==> config.mk <==
export PLATFORM = sky130hd
export DESIGN_NAME = bidir_fifo_port_b
export DESIGN_NICKNAME = d
export VERILOG_FILES = /design/src/bidir_fifo_pkg.sv /design/src/sync_pins.sv /design/src/fifo_store.sv /design/src/bidir_fifo_port_b.sv
export VERILOG_INCLUDE_DIRS = /design/src
export SDC_FILE = /design/constraint.sdc
export NUM_CORES = 1
export LEC_CHECK = 0
export BUFFER_PORTS_ARGS = -buffer_cell sky130_fd_sc_hd__buf_2
export CAP_MARGIN = 20
export CORE_AREA = 4 4 344 279
export CTS_CLUSTER_DIAMETER = 60
export DETAILED_ROUTE_END_ITERATION = 10
export DIE_AREA = 0 0 348 283
export PLACE_DENSITY = 0.76
export SLEW_MARGIN = 20
export SYNTH_ARGS = -nofsm -noshare
export SYNTH_HDL_FRONTEND = slang
export SYNTH_SLANG_ARGS = --single-unit
==> constraint.sdc <==
create_clock -name clk_in -period 4.5 [get_ports clk_in]
set_clock_uncertainty 0.2 [all_clocks]
set_input_delay 0.225 -clock clk_in [delete_from_list [all_inputs] [get_ports clk_in]]
set_output_delay 0.225 -clock clk_in [all_outputs]
set_load 0.03 [all_outputs]
==> src/bidir_fifo_regs.svh <==
// constants for the port-b bidirectional fifo block
`ifndef BIDIR_FIFO_REGS_SVH
`define BIDIR_FIFO_REGS_SVH

`define FIFO_DATA_W 18
`define FIFO_DEPTH 32
`define OFFSET_DEFAULT 8
`define PIN_SYNC_STAGES 2

// port a resource codes on port_a_resource_select
`define RES_DATA 3'h0
`define RES_AE_AB 3'h1
`define RES_AF_AB 3'h2
`define RES_AE_BA 3'h3
`define RES_AF_BA 3'h4
`define RES_MODE 3'h5
`define MODE_BYPASS_BIT 0

`endif

==> src/bidir_fifo_pkg.sv <==
// types shared by the bidirectional fifo block
`include "bidir_fifo_regs.svh"

package bidir_fifo_pkg;

	typedef struct packed {
		logic clock;
		logic transfer_enable_n;
		logic direction;
		logic output_enable_n;
		logic [`FIFO_DATA_W-1:0] bus;
	} port_b_pins_type;

	typedef struct packed {
		logic clock;
		logic transfer_enable_n;
		logic direction;
		logic select_n;
		logic output_enable_n;
		logic [2:0] resource_select;
		logic [`FIFO_DATA_W-1:0] bus;
	} port_a_pins_type;

	// flags that change on port b edges
	typedef struct packed {
		logic ab_empty_n;
		logic ab_almost_empty_n;
		logic ba_full_n;
		logic ba_almost_full_n;
		logic passthrough_n;
	} b_flags_type;

	// flags that change on port a edges
	typedef struct packed {
		logic ab_full_n;
		logic ab_almost_full_n;
		logic ba_empty_n;
		logic ba_almost_empty_n;
	} a_flags_type;

	typedef enum logic {msg_empty, msg_held} msg_state_type;

endpackage

==> src/sync_pins.sv <==
// two-flop synchroniser for a group of pin inputs
`timescale 1ns/1ns
`default_nettype none

module sync_pins #(
	parameter int WIDTH = 1
) (
	input wire logic clk_in,
	input wire logic resetn_in,
	input wire logic [WIDTH-1:0] d_in,
	output logic [WIDTH-1:0] q_out
);

	logic [WIDTH-1:0] meta;

	always_ff @(posedge clk_in or negedge resetn_in) begin
		if (!resetn_in) begin
			meta <= '0;
			q_out <= '0;
		end else begin
			meta <= d_in;
			q_out <= meta;
		end
	end

endmodule

`default_nettype wire

==> src/fifo_store.sv <==
// single-clock fifo with registered read data and word count
`timescale 1ns/1ns
`default_nettype none

module fifo_store #(
	parameter int WIDTH = 18,
	parameter int DEPTH = 32,
	localparam int AW = $clog2(DEPTH),
	localparam int CW = $clog2(DEPTH + 1)
) (
	input wire logic clk_in,
	input wire logic resetn_in,
	input wire logic in_valid_in,
	output logic in_ready_out,
	input wire logic [WIDTH-1:0] in_data_in,
	output logic out_valid_out,
	input wire logic out_ready_in,
	output logic [WIDTH-1:0] out_data_out,
	output logic [CW-1:0] level_out
);

	localparam logic [CW-1:0] FULL_LEVEL = CW'(DEPTH);
	localparam logic [AW-1:0] LAST_PTR = AW'(DEPTH - 1);

	logic [WIDTH-1:0] mem [DEPTH];
	logic [AW-1:0] wr_ptr;
	logic [AW-1:0] rd_ptr;
	logic push;
	logic pop;

	// refused transfers leave pointers and count alone
	assign in_ready_out = level_out != FULL_LEVEL;
	assign out_valid_out = level_out != '0;
	assign push = in_valid_in && in_ready_out;
	assign pop = out_ready_in && out_valid_out;

	function automatic logic [AW-1:0] step(input logic [AW-1:0] ptr);
		step = (ptr == LAST_PTR) ? '0 : ptr + 1'b1;
	endfunction

	always_ff @(posedge clk_in) begin
		if (push) begin
			mem[wr_ptr] <= in_data_in;
		end
	end

	always_ff @(posedge clk_in or negedge resetn_in) begin
		if (!resetn_in) begin
			out_data_out <= '0;
		end else if (pop) begin
			out_data_out <= mem[rd_ptr];
		end
	end

	always_ff @(posedge clk_in or negedge resetn_in) begin
		if (!resetn_in) begin
			wr_ptr <= '0;
			rd_ptr <= '0;
		end else begin
			if (push) begin
				wr_ptr <= step(wr_ptr);
			end
			if (pop) begin
				rd_ptr <= step(rd_ptr);
			end
		end
	end

	always_ff @(posedge clk_in or negedge resetn_in) begin
		if (!resetn_in) begin
			level_out <= '0;
		end else if (push && !pop) begin
			level_out <= level_out + 1'b1;
		end else if (pop && !push) begin
			level_out <= level_out - 1'b1;
		end
	end

endmodule

`default_nettype wire

==> src/bidir_fifo_port_b.sv <==
// bidirectional fifo: port b side, port a resources, bypass path and flags
`timescale 1ns/1ns
`default_nettype none
`include "bidir_fifo_regs.svh"

module bidir_fifo_port_b import bidir_fifo_pkg::*; #(
	parameter int DATA_W = `FIFO_DATA_W,
	parameter int DEPTH = `FIFO_DEPTH,
	parameter int OFFSET_RESET = `OFFSET_DEFAULT
) (
	input wire logic clk_in,
	input wire logic resetn_in,
	input wire logic port_b_clock_in,
	input wire logic port_b_transfer_enable_n_in,
	input wire logic port_b_direction_in,
	input wire logic port_b_output_enable_n_in,
	input wire logic [DATA_W-1:0] port_b_bus_in,
	output logic [DATA_W-1:0] port_b_bus_out,
	output logic port_b_bus_oe_out,
	output logic ab_empty_n_out,
	output logic ab_almost_empty_n_out,
	output logic ba_full_n_out,
	output logic ba_almost_full_n_out,
	output logic port_b_passthrough_n_out,
	input wire logic port_a_clock_in,
	input wire logic port_a_transfer_enable_n_in,
	input wire logic port_a_direction_in,
	input wire logic port_a_select_n_in,
	input wire logic port_a_output_enable_n_in,
	input wire logic [2:0] port_a_resource_select_in,
	input wire logic [DATA_W-1:0] port_a_bus_in,
	output logic [DATA_W-1:0] port_a_bus_out,
	output logic port_a_bus_oe_out,
	output logic ab_full_n_out,
	output logic ab_almost_full_n_out,
	output logic ba_empty_n_out,
	output logic ba_almost_empty_n_out
);

	localparam int CW = $clog2(DEPTH + 1);
	localparam logic [CW-1:0] DEPTH_C = CW'(DEPTH);
	localparam logic [CW-1:0] OFFSET_C = CW'(OFFSET_RESET);

	port_b_pins_type b_raw;
	port_b_pins_type b_sync;
	port_a_pins_type a_raw;
	port_a_pins_type a_sync;
	b_flags_type b_flags;
	a_flags_type a_flags;
	logic b_clk_prev;
	logic a_clk_prev;
	logic b_rise;
	logic a_rise;
	logic b_upd;
	logic a_upd;
	logic b_wr;
	logic b_rd;
	logic a_wr;
	logic a_rd;
	logic a_data_sel;
	logic bypass;
	logic [CW-1:0] ae_ab;
	logic [CW-1:0] af_ab;
	logic [CW-1:0] ae_ba;
	logic [CW-1:0] af_ba;
	msg_state_type ab_state;
	msg_state_type ba_state;
	logic [DATA_W-1:0] ab_msg;
	logic [DATA_W-1:0] ba_msg;
	logic ab_push;
	logic ab_pop;
	logic ba_push;
	logic ba_pop;
	logic ab_in_ready;
	logic ba_in_ready;
	logic ab_out_valid;
	logic ba_out_valid;
	logic [DATA_W-1:0] ab_rdata;
	logic [DATA_W-1:0] ba_rdata;
	logic [CW-1:0] ab_level;
	logic [CW-1:0] ba_level;
	logic b_pop_d1;
	logic a_pop_d1;

	// every pin passes two flops; clock and data share the same delay
	assign b_raw = '{port_b_clock_in, port_b_transfer_enable_n_in, port_b_direction_in,
		port_b_output_enable_n_in, port_b_bus_in};
	assign a_raw = '{port_a_clock_in, port_a_transfer_enable_n_in, port_a_direction_in,
		port_a_select_n_in, port_a_output_enable_n_in, port_a_resource_select_in,
		port_a_bus_in};

	sync_pins #(.WIDTH($bits(port_b_pins_type))) b_pin_sync (
		.clk_in(clk_in),
		.resetn_in(resetn_in),
		.d_in(b_raw),
		.q_out(b_sync)
	);

	sync_pins #(.WIDTH($bits(port_a_pins_type))) a_pin_sync (
		.clk_in(clk_in),
		.resetn_in(resetn_in),
		.d_in(a_raw),
		.q_out(a_sync)
	);

	always_ff @(posedge clk_in or negedge resetn_in) begin
		if (!resetn_in) begin
			b_clk_prev <= 1'b0;
			a_clk_prev <= 1'b0;
			b_upd <= 1'b0;
			a_upd <= 1'b0;
		end else begin
			b_clk_prev <= b_sync.clock;
			a_clk_prev <= a_sync.clock;
			// flags settle one cycle after the edge so they include its transfer
			b_upd <= b_rise;
			a_upd <= a_rise;
		end
	end

	assign b_rise = b_sync.clock && !b_clk_prev;
	assign a_rise = a_sync.clock && !a_clk_prev;
	assign b_wr = b_rise && !b_sync.transfer_enable_n && !b_sync.direction;
	assign b_rd = b_rise && !b_sync.transfer_enable_n && b_sync.direction;
	assign a_wr = a_rise && !a_sync.transfer_enable_n && !a_sync.select_n
		&& !a_sync.direction;
	assign a_rd = a_rise && !a_sync.transfer_enable_n && !a_sync.select_n
		&& a_sync.direction;
	assign a_data_sel = a_sync.resource_select == `RES_DATA;

	// queues are ignored in bypass mode; fifo refuses full writes and empty reads
	assign ab_push = a_wr && a_data_sel && !bypass;
	assign ab_pop = b_rd && !bypass && ab_out_valid;
	assign ba_push = b_wr && !bypass;
	assign ba_pop = a_rd && a_data_sel && !bypass && ba_out_valid;

	fifo_store #(.WIDTH(DATA_W), .DEPTH(DEPTH)) ab_queue (
		.clk_in(clk_in),
		.resetn_in(resetn_in),
		.in_valid_in(ab_push),
		.in_ready_out(ab_in_ready),
		.in_data_in(a_sync.bus),
		.out_valid_out(ab_out_valid),
		.out_ready_in(ab_pop),
		.out_data_out(ab_rdata),
		.level_out(ab_level)
	);

	fifo_store #(.WIDTH(DATA_W), .DEPTH(DEPTH)) ba_queue (
		.clk_in(clk_in),
		.resetn_in(resetn_in),
		.in_valid_in(ba_push),
		.in_ready_out(ba_in_ready),
		.in_data_in(b_sync.bus),
		.out_valid_out(ba_out_valid),
		.out_ready_in(ba_pop),
		.out_data_out(ba_rdata),
		.level_out(ba_level)
	);

	// port a programming of offsets and mode
	always_ff @(posedge clk_in or negedge resetn_in) begin
		if (!resetn_in) begin
			ae_ab <= OFFSET_C;
			af_ab <= OFFSET_C;
			ae_ba <= OFFSET_C;
			af_ba <= OFFSET_C;
			bypass <= 1'b0;
		end else if (a_wr) begin
			unique case (a_sync.resource_select)
				`RES_AE_AB: ae_ab <= a_sync.bus[CW-1:0];
				`RES_AF_AB: af_ab <= a_sync.bus[CW-1:0];
				`RES_AE_BA: ae_ba <= a_sync.bus[CW-1:0];
				`RES_AF_BA: af_ba <= a_sync.bus[CW-1:0];
				`RES_MODE: bypass <= a_sync.bus[`MODE_BYPASS_BIT];
				default: ;
			endcase
		end
	end

	// a-to-b bypass message: a loads, b takes; a write onto a held message is refused
	always_ff @(posedge clk_in or negedge resetn_in) begin
		if (!resetn_in) begin
			ab_state <= msg_empty;
			ab_msg <= '0;
		end else if (bypass && a_wr && a_data_sel && ab_state == msg_empty) begin
			ab_state <= msg_held;
			ab_msg <= a_sync.bus;
		end else if (bypass && b_rd && ab_state == msg_held) begin
			ab_state <= msg_empty;
		end
	end

	// b-to-a bypass message
	always_ff @(posedge clk_in or negedge resetn_in) begin
		if (!resetn_in) begin
			ba_state <= msg_empty;
			ba_msg <= '0;
		end else if (bypass && b_wr && ba_state == msg_empty) begin
			ba_state <= msg_held;
			ba_msg <= b_sync.bus;
		end else if (bypass && a_rd && a_data_sel && ba_state == msg_held) begin
			ba_state <= msg_empty;
		end
	end

	// port b read data; fifo data lands one cycle after the pop
	always_ff @(posedge clk_in or negedge resetn_in) begin
		if (!resetn_in) begin
			port_b_bus_out <= '0;
			b_pop_d1 <= 1'b0;
		end else begin
			b_pop_d1 <= ab_pop;
			if (b_rd && bypass && ab_state == msg_held) begin
				port_b_bus_out <= ab_msg;
			end else if (b_pop_d1) begin
				port_b_bus_out <= ab_rdata;
			end
		end
	end

	// port a read data by resource
	always_ff @(posedge clk_in or negedge resetn_in) begin
		if (!resetn_in) begin
			port_a_bus_out <= '0;
			a_pop_d1 <= 1'b0;
		end else begin
			a_pop_d1 <= ba_pop;
			if (a_pop_d1) begin
				port_a_bus_out <= ba_rdata;
			end else if (a_rd) begin
				unique case (a_sync.resource_select)
					`RES_DATA: begin
						if (bypass && ba_state == msg_held) begin
							port_a_bus_out <= ba_msg;
						end
					end
					`RES_AE_AB: port_a_bus_out <= DATA_W'(ae_ab);
					`RES_AF_AB: port_a_bus_out <= DATA_W'(af_ab);
					`RES_AE_BA: port_a_bus_out <= DATA_W'(ae_ba);
					`RES_AF_BA: port_a_bus_out <= DATA_W'(af_ba);
					`RES_MODE: port_a_bus_out <= DATA_W'(bypass);
					default: ;
				endcase
			end
		end
	end

	// bus drivers follow the synchronised controls, not the port clock
	always_ff @(posedge clk_in or negedge resetn_in) begin
		if (!resetn_in) begin
			port_b_bus_oe_out <= 1'b0;
			port_a_bus_oe_out <= 1'b0;
		end else begin
			port_b_bus_oe_out <= b_sync.direction && !b_sync.output_enable_n;
			port_a_bus_oe_out <= a_sync.direction && !a_sync.output_enable_n
				&& !a_sync.select_n;
		end
	end

	// port b flags: only on port b edges
	always_ff @(posedge clk_in or negedge resetn_in) begin
		if (!resetn_in) begin
			b_flags <= '{1'b0, 1'b0, 1'b1, 1'b1, 1'b1};
		end else if (b_upd) begin
			b_flags.ab_empty_n <= bypass ? ab_state == msg_held : ab_out_valid;
			b_flags.ab_almost_empty_n <= ab_level > ae_ab;
			b_flags.ba_full_n <= bypass ? ba_state == msg_empty : ba_in_ready;
			// a wrapping difference for offsets above depth is the user's lookout
			b_flags.ba_almost_full_n <= !(ba_level > DEPTH_C - af_ba);
			b_flags.passthrough_n <= !bypass;
		end
	end

	// port a flags: only on port a edges
	always_ff @(posedge clk_in or negedge resetn_in) begin
		if (!resetn_in) begin
			a_flags <= '{1'b1, 1'b1, 1'b0, 1'b0};
		end else if (a_upd) begin
			a_flags.ab_full_n <= bypass ? ab_state == msg_empty : ab_in_ready;
			a_flags.ab_almost_full_n <= !(ab_level > DEPTH_C - af_ab);
			a_flags.ba_empty_n <= bypass ? ba_state == msg_held : ba_out_valid;
			a_flags.ba_almost_empty_n <= ba_level > ae_ba;
		end
	end

	assign ab_empty_n_out = b_flags.ab_empty_n;
	assign ab_almost_empty_n_out = b_flags.ab_almost_empty_n;
	assign ba_full_n_out = b_flags.ba_full_n;
	assign ba_almost_full_n_out = b_flags.ba_almost_full_n;
	assign port_b_passthrough_n_out = b_flags.passthrough_n;
	assign ab_full_n_out = a_flags.ab_full_n;
	assign ab_almost_full_n_out = a_flags.ab_almost_full_n;
	assign ba_empty_n_out = a_flags.ba_empty_n;
	assign ba_almost_empty_n_out = a_flags.ba_almost_empty_n;
endmodule

`default_nettype wire

## After elaboration in Yosys (flattened, before gate mapping)

Memory sizes are Yosys's and may differ from the RTL's. A register that Yosys moved wholly into a read port is not among the register bits.
Cells that the tools add are included.

- Memories kept: 2
- Output and inout port bits: 47
- Memory bits (writable): 1,152
- Register bits after elaboration: 244
- Input bits: 50

Memory list:

| memory | words | bits a word | read ports | clocked after Yosys merged registers in | write ports | line | RTL |
|---|---|---|---|---|---|---|---|
| ab_queue.mem | 32 | 18 | 1 | 1 | 1 | fifo_store.sv:25 | `logic [WIDTH-1:0] mem [DEPTH];` |
| ba_queue.mem | 32 | 18 | 1 | 1 | 1 | fifo_store.sv:25 |  |

- Equal/unequal tests: 12
- Mux-type cells: 26
- $lt $le $gt $ge: 4
- Reductions and logical operators: 73
- Add/sub/neg operators: 10
- Bitwise gates (word level): 2

Operator list:

| cell | count |
|---|---|
| case mux 18 bit (6 select lines) | 1 |
| 2-to-1 mux 18 bit | 5 |
| logical AND 1 bit | 39 |
| greater-than comparator 6 bit | 4 |
| 2-to-1 mux 6 bit | 4 |
| adder 5 x 1 -> 5 bit, second input constant | 4 |
| == test 5 bit, second input constant | 4 |
| 2-to-1 mux 5 bit | 4 |
| logical NOT 1 bit | 18 |
| adder 6 x 1 -> 6 bit, second input constant | 2 |
| 2-to-1 mux 1 bit | 12 |
| != test 6 bit, second input constant | 2 |
| nonzero test 2 bit | 6 |
| nonzero test 6 bit | 2 |
| subtractor 6 x 1 -> 6 bit, second input constant | 2 |
| subtractor 6 bit, first input constant | 2 |
| AND reduction 2 bit | 5 |
| nonzero test 7 bit | 1 |
| == test 3 x 2 -> 1 bit, second input constant | 2 |
| == test 3 bit, second input constant | 2 |
| == test 3 x 1 -> 1 bit, second input constant | 1 |
| logical NOT 3 bit | 1 |
| != test 3 x 1 -> 1 bit, second input constant | 1 |
| AND reduction 3 bit | 1 |
| NOT 1 bit | 2 |

## Logic depth before layout (Yosys ltp)

Gate-level depths: netlist (run 1).

- Word-level depth: 12
- Gate-level depth with buffers: 14
- Mapped depth without buffers: 13

## Hierarchy

Synthesis (run 1) repeated with hierarchy kept, for this count alone.

- Cell total of the unflattened synthesis: 2,905
- Area total of the unflattened synthesis: 55,813.5 µm²

Modules (own cells, without submodules):

| module | sequential area each (µm²) | cells each | area an instance (µm²) | times used |
|---|---|---|---|---|
| fifo_store at ba_queue | 18,147.4 | 1,134 | 23,827.9 | 1 |
| fifo_store at ab_queue | 18,147.4 | 1,158 | 23,770.3 | 1 |
| bidir_fifo_port_b | 2,914.0 | 517 | 5,813.1 | 1 |
| sync_pins at a_pin_sync | 1,301.2 | 52 | 1,301.2 | 1 |
| sync_pins at b_pin_sync | 1,101.1 | 44 | 1,101.1 | 1 |

## Worst setup path after synthesis (run 1)

Ideal clock, no wire load.

- Path kind: flip-flop to flip-flop
- From: reg a_pin_sync.q_out[18]
- To: reg ba_queue.level_out[5]
- Data arrival time: 2,963 ps
- Clock period less this slack: 3,293 ps
- Slack: 1,207 ps
- Cell stages (with the launch flop): 15
- Required time: 4,170 ps
- Cell sequence: dfrtp_1 -> buf_2 -> or3_1 -> or4_1 -> buf_2 -> buf_2 -> ha_1 -> inv_1 -> ha_1 -> a21o_1 -> a21oi_1 -> nor2_1 -> nand4_1 -> o211ai_1 -> xor2_1

- Word-level cells in the longest chain between the ends: 8

RTL lines:

| item | line | RTL |
|---|---|---|
| from (decl) | sync_pins.sv:11 | `output logic [WIDTH-1:0] q_out` |
| from (signal assigned) | sync_pins.sv:22 | `q_out <= meta;` |
| logical NOT 3 bit * | n/a |  |
| logical AND 1 bit * (3 in a row) | bidir_fifo_port_b.sv:135 | `assign ba_pop = a_rd && a_data_sel && !bypass && ba_out_valid;` |
| logical AND 1 bit * | fifo_store.sv:35 | `assign pop = out_ready_in && out_valid_out;` |
| logical NOT 1 bit | fifo_store.sv:72 | `end else if (push && !pop) begin` |
| logical AND 1 bit | fifo_store.sv:72 |  |
| 2-to-1 mux 6 bit or nonzero test 2 bit (tied branches) | n/a |  |
| to (signal assigned) | fifo_store.sv:73 | `level_out <= level_out + 1'b1;` |
| to (signal assigned) | fifo_store.sv:75 | `level_out <= level_out - 1'b1;` |
| to (decl) | fifo_store.sv:19 | `output logic [CW-1:0] level_out` |

Mark *: on every way between the ends. The rest lies on a longest branch, timed or not.
A chain may end at the register's enable or synchronous reset.

## Worst setup path in the final report (run 1)

- From: reg a_clk_prev
- To: reg ba_queue.level_out[5]

- Word-level cells in the longest chain between the ends: 12

RTL lines:

| item | line | RTL |
|---|---|---|
| from (decl) | bidir_fifo_port_b.sv:51 | `logic a_clk_prev;` |
| from (signal assigned) | bidir_fifo_port_b.sv:114 | `a_clk_prev <= a_sync.clock;` |
| logical NOT 1 bit * | bidir_fifo_port_b.sv:122 | `assign a_rise = a_sync.clock && !a_clk_prev;` |
| logical AND 1 bit * | bidir_fifo_port_b.sv:122 |  |
| logical AND 1 bit * (2 in a row) | bidir_fifo_port_b.sv:127 | `assign a_rd = a_rise && !a_sync.transfer_enable_n && !a_sync.select_n` |
| logical AND 1 bit * | bidir_fifo_port_b.sv:128 | `&& a_sync.direction;` |
| logical AND 1 bit * (3 in a row) | bidir_fifo_port_b.sv:135 |  |
| logical AND 1 bit * | fifo_store.sv:35 |  |
| logical NOT 1 bit | fifo_store.sv:72 |  |
| logical AND 1 bit | fifo_store.sv:72 |  |
| 2-to-1 mux 6 bit or nonzero test 2 bit (tied branches) | n/a |  |

Marks and branches as above.

==> results.cfg, run 1 <==
[status]
status = complete, no violations

[synthesis]
synth_top_family_by_area = multiplexers
synthCells = 2866
syn-num-nets = 2968
syn_area_per_cell_um2 = 19.2
ys_warn_count = 0
synthXorXnorAreaFrac_pct = 0.286
synth-compound-area-share_pct = 4.58
synth_edf_count = 1152
synthMuxAreaShare_pct = 14.0
synth_fa_ha_area_share_pct = 1.21
ys_ff_latch = 1432
async_reset_ff_share_pct = 19.6
synth-simple-area-share_pct = 2.90
ys.flop_type = edfxtp_1
synth.cell_area_um2 = 55100
ys_seq_area_share_pct = 75.5
synthDistinctLibCells = 56

[critical_path]
reg2reg_to = ba_queue.level_out[5]$_DFFE_PN0P_
crit_path_end_kind = flop
reg2reg_from = a_clk_prev$_DFF_PN0_
cp_slowest_stage_delay_ps = 560
crit_fanout = 6
crit_chain = nor4b_1 > nand2_1 > or4_1 > ha_1 > inv_1 > ha_1 > a21o_1 > a21oi_1 > nor2_1 > nand4_1 > o211ai_1 > xor2_1
cp_top_family = simple AND/OR/NAND/NOR gates
r2r_slack_ps = 880
crit_required_ps = 4900
crit_path_frequent_cell = ha_1
crit_arrival_ps = 4020
slowest_stage = or4_1
crit_buf_inv = 1
worstSetupPathType = flop to flop
startpoint_type = flop
reg2regPathDepth = 12

[global_route]
grt_pass1_wl_um = 199000
grt_max_degree = 77
grt_use_total_pct = 27.4
gr-total-overflow = 0
antenna_found_initial = 4
grt_pass1_vias = 29900

[detailed_routing]
ant_nets = 0
drt_iter0_drc = 4233
routed_via_density = 6.53
drt-wirelength-per-cell_um = 29.4
drtPass1Iterations = 6
drt_wl_total_um = 133000
remaining_drc_errors = 0
via_count = 29500

[finish]
multiInputGateArea_um2 = 12700
drive_gt1_share_pct = 25.4
fin_area_um2 = 63100
final_net_count = 3271
seqCellArea_um2 = 41700
nFillCells = 5634
area_delta_synth_final_pct = 14.5

[floorplan]
initial_core_util_pct = 59.7
ios = 97
die_h_um = 283
fp-row-count = 100
core_area_um2 = 92300
chipWidth_um = 348
fp.dieArea_um2 = 98500

[power]
power.density_nw_per_um2 = 503
leakagePower_uw = 0.0216
vdd_drop_max_mv = 0.418
total_power_uw = 31700

[clock_network]
tritoncts = done
post_cts_buffers = 0
cts_root_buffer = clkbuf_16
clk_path_buf_depth = 3
clock_latency_ps = 750
numCtsBuffers = 137
clock_sinks = 1432
cts_max_level = 4
ctsHoldBuffers = 99
clk_pin_slew_ps = 60
ctsResizeCount = 0

[timing]
min_period_ps = 3620
setup_slack_ps = 878
fmax_ghz = 0.276
setup_viol = 0
tightest_slew_ps = 1080
fin_crit_sh_pct = 80.5
timing.setup.tns_ps = 0
rsz0062_at_grt = false
final-max-slew-violation-count = 0
finalHoldViolCount = 0
relSlewSlack_pct = 27.8

[placed_design]
place_ws_ps = 934
dpl_cell_area_um2 = 57500
hpwl_um = 79000
numPortBuffers = 96
gp_congestion = 0.901

[job]
drv_cap = 0

[min_path]
hold_depth = 0
hold_path.startpoint = b_pin_sync.meta[7]$_DFF_PN0_
hold_path_end = b_pin_sync.q_out[7]$_DFF_PN0_
hold_path.class = flop to flop
==> cells in the final DEF (no fill, tap or decap), types with 9 or more instances in the layout <==
master	instances
buf_12	9
nand2_1	149
xnor2_1	9
clkinv_2	22
buf_2	95
dlygate4sd3_1	98
a21oi_1	79
clkbuf_8	11
mux4_2	271
and3_1	18
dfrtp_2	27
a22oi_1	76
nor2_1	81
nor2_2	14
clkbuf_16	138
buf_4	112
clkinv_1	19
o21ai_0	125
nand3b_1	10
a221o_1	16
mux2i_1	73
nor3_1	11
clkbuf_1	34
ha_1	50
mux2_2	77
xor2_1	9
nor2b_1	9
o221ai_1	38
inv_1	43
dfrtp_1	240
a211oi_1	17
nand3_1	13
dfstp_2	9
bufinv_16	10
edfxtp_1	1152
==> per-stage QoR <==
step	instances	hold WS [ps]	utilization, %
floorplan	2866	-271	-
CTS	4509	146	68.2
finish	4513	149	68.3
global placement	4155	55.1	62.3
global route	4509	154	68.3
detailed placement	4155	74.9	62.3
==> power by group <==
part | leakage, uW | total, uW | internal [uW] | switching [uW]
Sequential | 0.0138 | 15400 | 14700 | 660
Clock | 0.00220 | 11500 | 6510 | 5020
Combinational | 0.00558 | 4780 | 2150 | 2630
==> logic make-up (layout without fill, tap and decap cells) <==
| family | Yosys count | after routing |
|---|---|---|
| other | 0 | 4 |
| multiplexers | 421 | 421 |
| AND/OR/NAND/NOR | 351 | 351 |
| XOR/XNOR | 18 | 18 |
| buffers and inverters | 197 | 616 |
| flip-flops | 1432 | 1432 |
| adder cells (fa/ha/maj) | 52 | 52 |
| AO/OA/AOI/OAI | 395 | 395 |
==> how the worst max path moves through the flow <==
stage | end | depth (start not counted) | startpoint
CTS | ba_queue.level_out[5]$_DFFE_PN0P_ | 12 | a_clk_prev$_DFF_PN0_
global route | ab_queue.level_out[5]$_DFFE_PN0P_ | 13 | ab_queue.level_out[0]$_DFFE_PN0P_
global placement | ab_queue.level_out[5]$_DFFE_PN0P_ | 13 | ab_queue.level_out[0]$_DFFE_PN0P_
floorplan | ba_queue.level_out[5]$_DFFE_PN0P_ | 14 | a_pin_sync.q_out[18]$_DFF_PN0_
finish | ba_queue.level_out[5]$_DFFE_PN0P_ | 12 | a_clk_prev$_DFF_PN0_
detailed placement | ba_queue.level_out[5]$_DFFE_PN0P_ | 12 | a_clk_prev$_DFF_PN0_
==> state kept, by name (all words and copies together) (netlist names), 22 cells and up <==
register	count
a_pin_sync.meta	26
a_pin_sync.q_out	26
ab_queue.mem	576
b_pin_sync.meta	22
b_pin_sync.q_out	22
ba_queue.mem	576
==> area by class of cell <==
class / count / area share (%)
timing repair buffer: 316 / 4.00
antenna: 4 / 0.0159
clock inverter: 69 / 1.14
sequential: 1432 / 66.1
clock buffer: 186 / 5.95
multi-input combinational: 1237 / 20.1
tap: 1224 / 2.43
inverter: 45 / 0.268
==> routing by layer <==
layer / GRT usage (%) / vias to the layer above / part of all wire, %
met5: 0 / - / 0.0098
met4: 6.68 / 2 / 2.1
met3: 8.34 / 209 / 13
met2: 38.5 / 1833 / 44
met1: 42.9 / 15300 / 41
li1: - / 12100 / -
==> cells in the mapped netlist, drive strengths merged, types with 3 or more instances <==
master / count / area [um^2]
edfxtp: 1152 / 34600
dfrtp: 271 / 6780
mux4: 271 / 6100
nand2: 149 / 559
o21ai: 131 / 656
nor2: 95 / 357
clkbuf: 94 / 354
a21oi: 79 / 395
mux2: 77 / 867
a22oi: 76 / 571
mux2i: 73 / 731
buf: 58 / 309
ha: 50 / 626
inv: 43 / 161
o221ai: 38 / 333
and3: 19 / 119
a211oi: 17 / 128
a221o: 16 / 160
nand3: 14 / 70.1
nor3: 12 / 65.1
nor2b: 11 / 68.8
nand3b: 10 / 75.1
dfstp: 9 / 236
xnor2: 9 / 78.8
xor2: 9 / 78.8
nor3b: 8 / 60.1
a31oi: 7 / 43.8
a21o: 6 / 45.0
nand2b: 6 / 37.5
nand4: 6 / 37.5
o211ai: 6 / 45.0
o22ai: 6 / 37.5
or3: 6 / 37.5
nor4: 4 / 25.0
or4: 4 / 30.0
o21a: 3 / 22.5
o31ai: 3 / 22.5
No activity file was read; power rests on OpenSTA's default activity.
==> run 2, diff against run 1 <==
Settings changed: CORE_AREA 4 4 344 279 to 4 4 356 288, DIE_AREA 0 0 348 283 to 0 0 360 292, PLACE_DENSITY 0.76 to 0.75.
Clock period 4.5 ns to 3 ns, I/O delays scaled along.
==> results.cfg, run 2 (synthesis gave the netlist of run 1 again) <==
[critical_path]
r2r_slack_ps = 60
critPathLaunch = a_pin_sync.q_out[22]$_DFF_PN0_
crit_chain = nor4b_4 > nand2_2 > or4_4 > ha_4 > inv_4 > ha_1 > a21o_1 > a21oi_2 > nor2_1 > nand4_1 > o211ai_1 > xor2_1
crit_fanout = 5
reg2reg_from = a_pin_sync.q_out[22]$_DFF_PN0_
cp_slowest_stage_delay_ps = 460
startpoint_type = flop
slowest_stage = or4_4
worstSetupPathType = flop to flop
crit_buf_inv = 1
cp_top_family = simple AND/OR/NAND/NOR gates
crit_required_ps = 3410
crit_path_end_kind = flop
crit_arrival_ps = 3350

[timing]
final-max-slew-violation-count = 0
timing.setup.tns_ps = 0
setup_viol = 0
fmax_ghz = 0.340
fin_crit_sh_pct = 97.9
min_period_ps = 2940
tightest_slew_ps = 1180
rsz0062_at_grt = true
relSlewSlack_pct = 21.3
finalHoldViolCount = 0

[status]
status = complete, no violations

[global_route]
grt_use_total_pct = 25.6
gr-total-overflow = 0
antenna_found_initial = 10
grt_pass1_vias = 30500
grt_max_degree = 87
grt_pass1_wl_um = 199000

[clock_network]
clock_latency_ps = 750
clk_pin_slew_ps = 60
cts_max_level = 4
cts_root_buffer = clkbuf_16
numCtsBuffers = 137
tritoncts = done
clock_sinks = 1432
clk_path_buf_depth = 3

[detailed_routing]
drt-wirelength-per-cell_um = 28.2
drtPass1Iterations = 5
drt_wl_total_um = 133000
ant_nets = 0
drt_iter0_drc = 3855
via_count = 29800
remaining_drc_errors = 0
routed_via_density = 6.31

[power]
p_sw_uw = 12400
clockPowerShare_pct = 35.6
p_int_uw = 35100
leakagePower_uw = 0.0223
total_power_uw = 47500
power.density_nw_per_um2 = 736
p_sw_share_pct = 26.0
sequentialPowerShare_pct = 48.1
pwr-share-comb_pct = 16.3
vdd_drop_max_mv = 0.548

[floorplan]
chipWidth_um = 360
ios = 97
initial_core_util_pct = 55.9
core_area_um2 = 98500
fp-row-count = 103
fp.dieArea_um2 = 105000
die_h_um = 292

[finish]
final_util_pct = 65.6
final_cell_mix = 1152 x edfxtp_1, 271 x mux4_2, 249 x dfrtp_1, 189 x buf_4, 147 x nand2_1
reg_top3 = ab_queue.mem: 576 flops, ba_queue.mem: 576 flops
final_net_count = 3383
area_delta_synth_final_pct = 17.3
nFillCells = 6386
final_common_cell = edfxtp_1
drive_gt1_share_pct = 28.5

[min_path]
hold_path.startpoint = b_pin_sync.meta[17]$_DFF_PN0_
hold_path.class = flop to flop

[placed_design]
gp_congestion = 0.865
hpwl_um = 82500
numPortBuffers = 96

[job]
drv_cap = 0
## run 2: per-layer routing
layer	routed length (um)	share of wire, %	track usage, %
met3	16700	13	8.62
met1	53000	40	37.5
met5	51	0.038	0
met2	59200	45	36.9
met4	3900	2.9	8.47
## run 2: final cells by class
type / instances / area [um^2] / area share, %
flip-flops and latches: 1432 / 41600 / 64.5
well taps: 1312 / 1640 / 2.54
diodes: 5 / 12.5 / 0.0194
repair buffers: 428 / 3790 / 5.87
clock buffers: 185 / 3750 / 5.81
clock inverters: 69 / 662 / 1.02
inverters: 45 / 171 / 0.265
multi-input cells: 1237 / 12900 / 20.0
## run 2: power by group through the flow
| stage | logic, uW | clock network [uW] | registers, uW |
|---|---|---|---|
| 2_1_floorplan | 4720 | 0 | 23200 |
| 3_3_place_gp | 7310 | 0 | 23200 |
| 3_5_place_dp | 7490 | 0 | 23200 |
| 4_1_cts | 7670 | 17100 | 22800 |
| 5_1_grt | 8330 | 18000 | 22900 |
| 6_report | 7750 | 16900 | 22900 |
## run 2: path summary, 6_finish.rpt
kind	end	cells past startpoint
setup / recovery	ba_queue.level_out[5]$_DFFE_PN0P_	12
max in group asynchronous	ba_full_n_out$_DFFE_PN1P_	4
min in group asynchronous	a_pin_sync.q_out[7]$_DFF_PN0_	4
setup reg to reg	ba_queue.level_out[5]$_DFFE_PN0P_	12
hold reg to reg	b_pin_sync.q_out[17]$_DFF_PN0_	0
hold / removal	b_pin_sync.q_out[17]$_DFF_PN0_	0
## run 2: stage by stage
stage / setup WS [ps] / instances / hold WS (ps) / cell area [um^2]
after global placement: -99.9 / 4343 / -50.2 / 58900
after CTS: -86.9 / 4696 / 149 / 64400
after detailed placement: -170 / 4343 / -43.2 / 58900
final: 62.7 / 4713 / 147 / 64600
after global routing: -77.5 / 4708 / 151 / 64600
after floorplan: -72.9 / 2866 / -346 / 55100
## run 2: what timing repair did
action,in CTS,in global routing
endpoints found under the setup margin,172,38
setup buffers,0,11
pin swaps,1,9
endpoints found under the hold margin,319,0
hold buffers,99,0
gates cloned,0,0
gates resized for setup,16,9
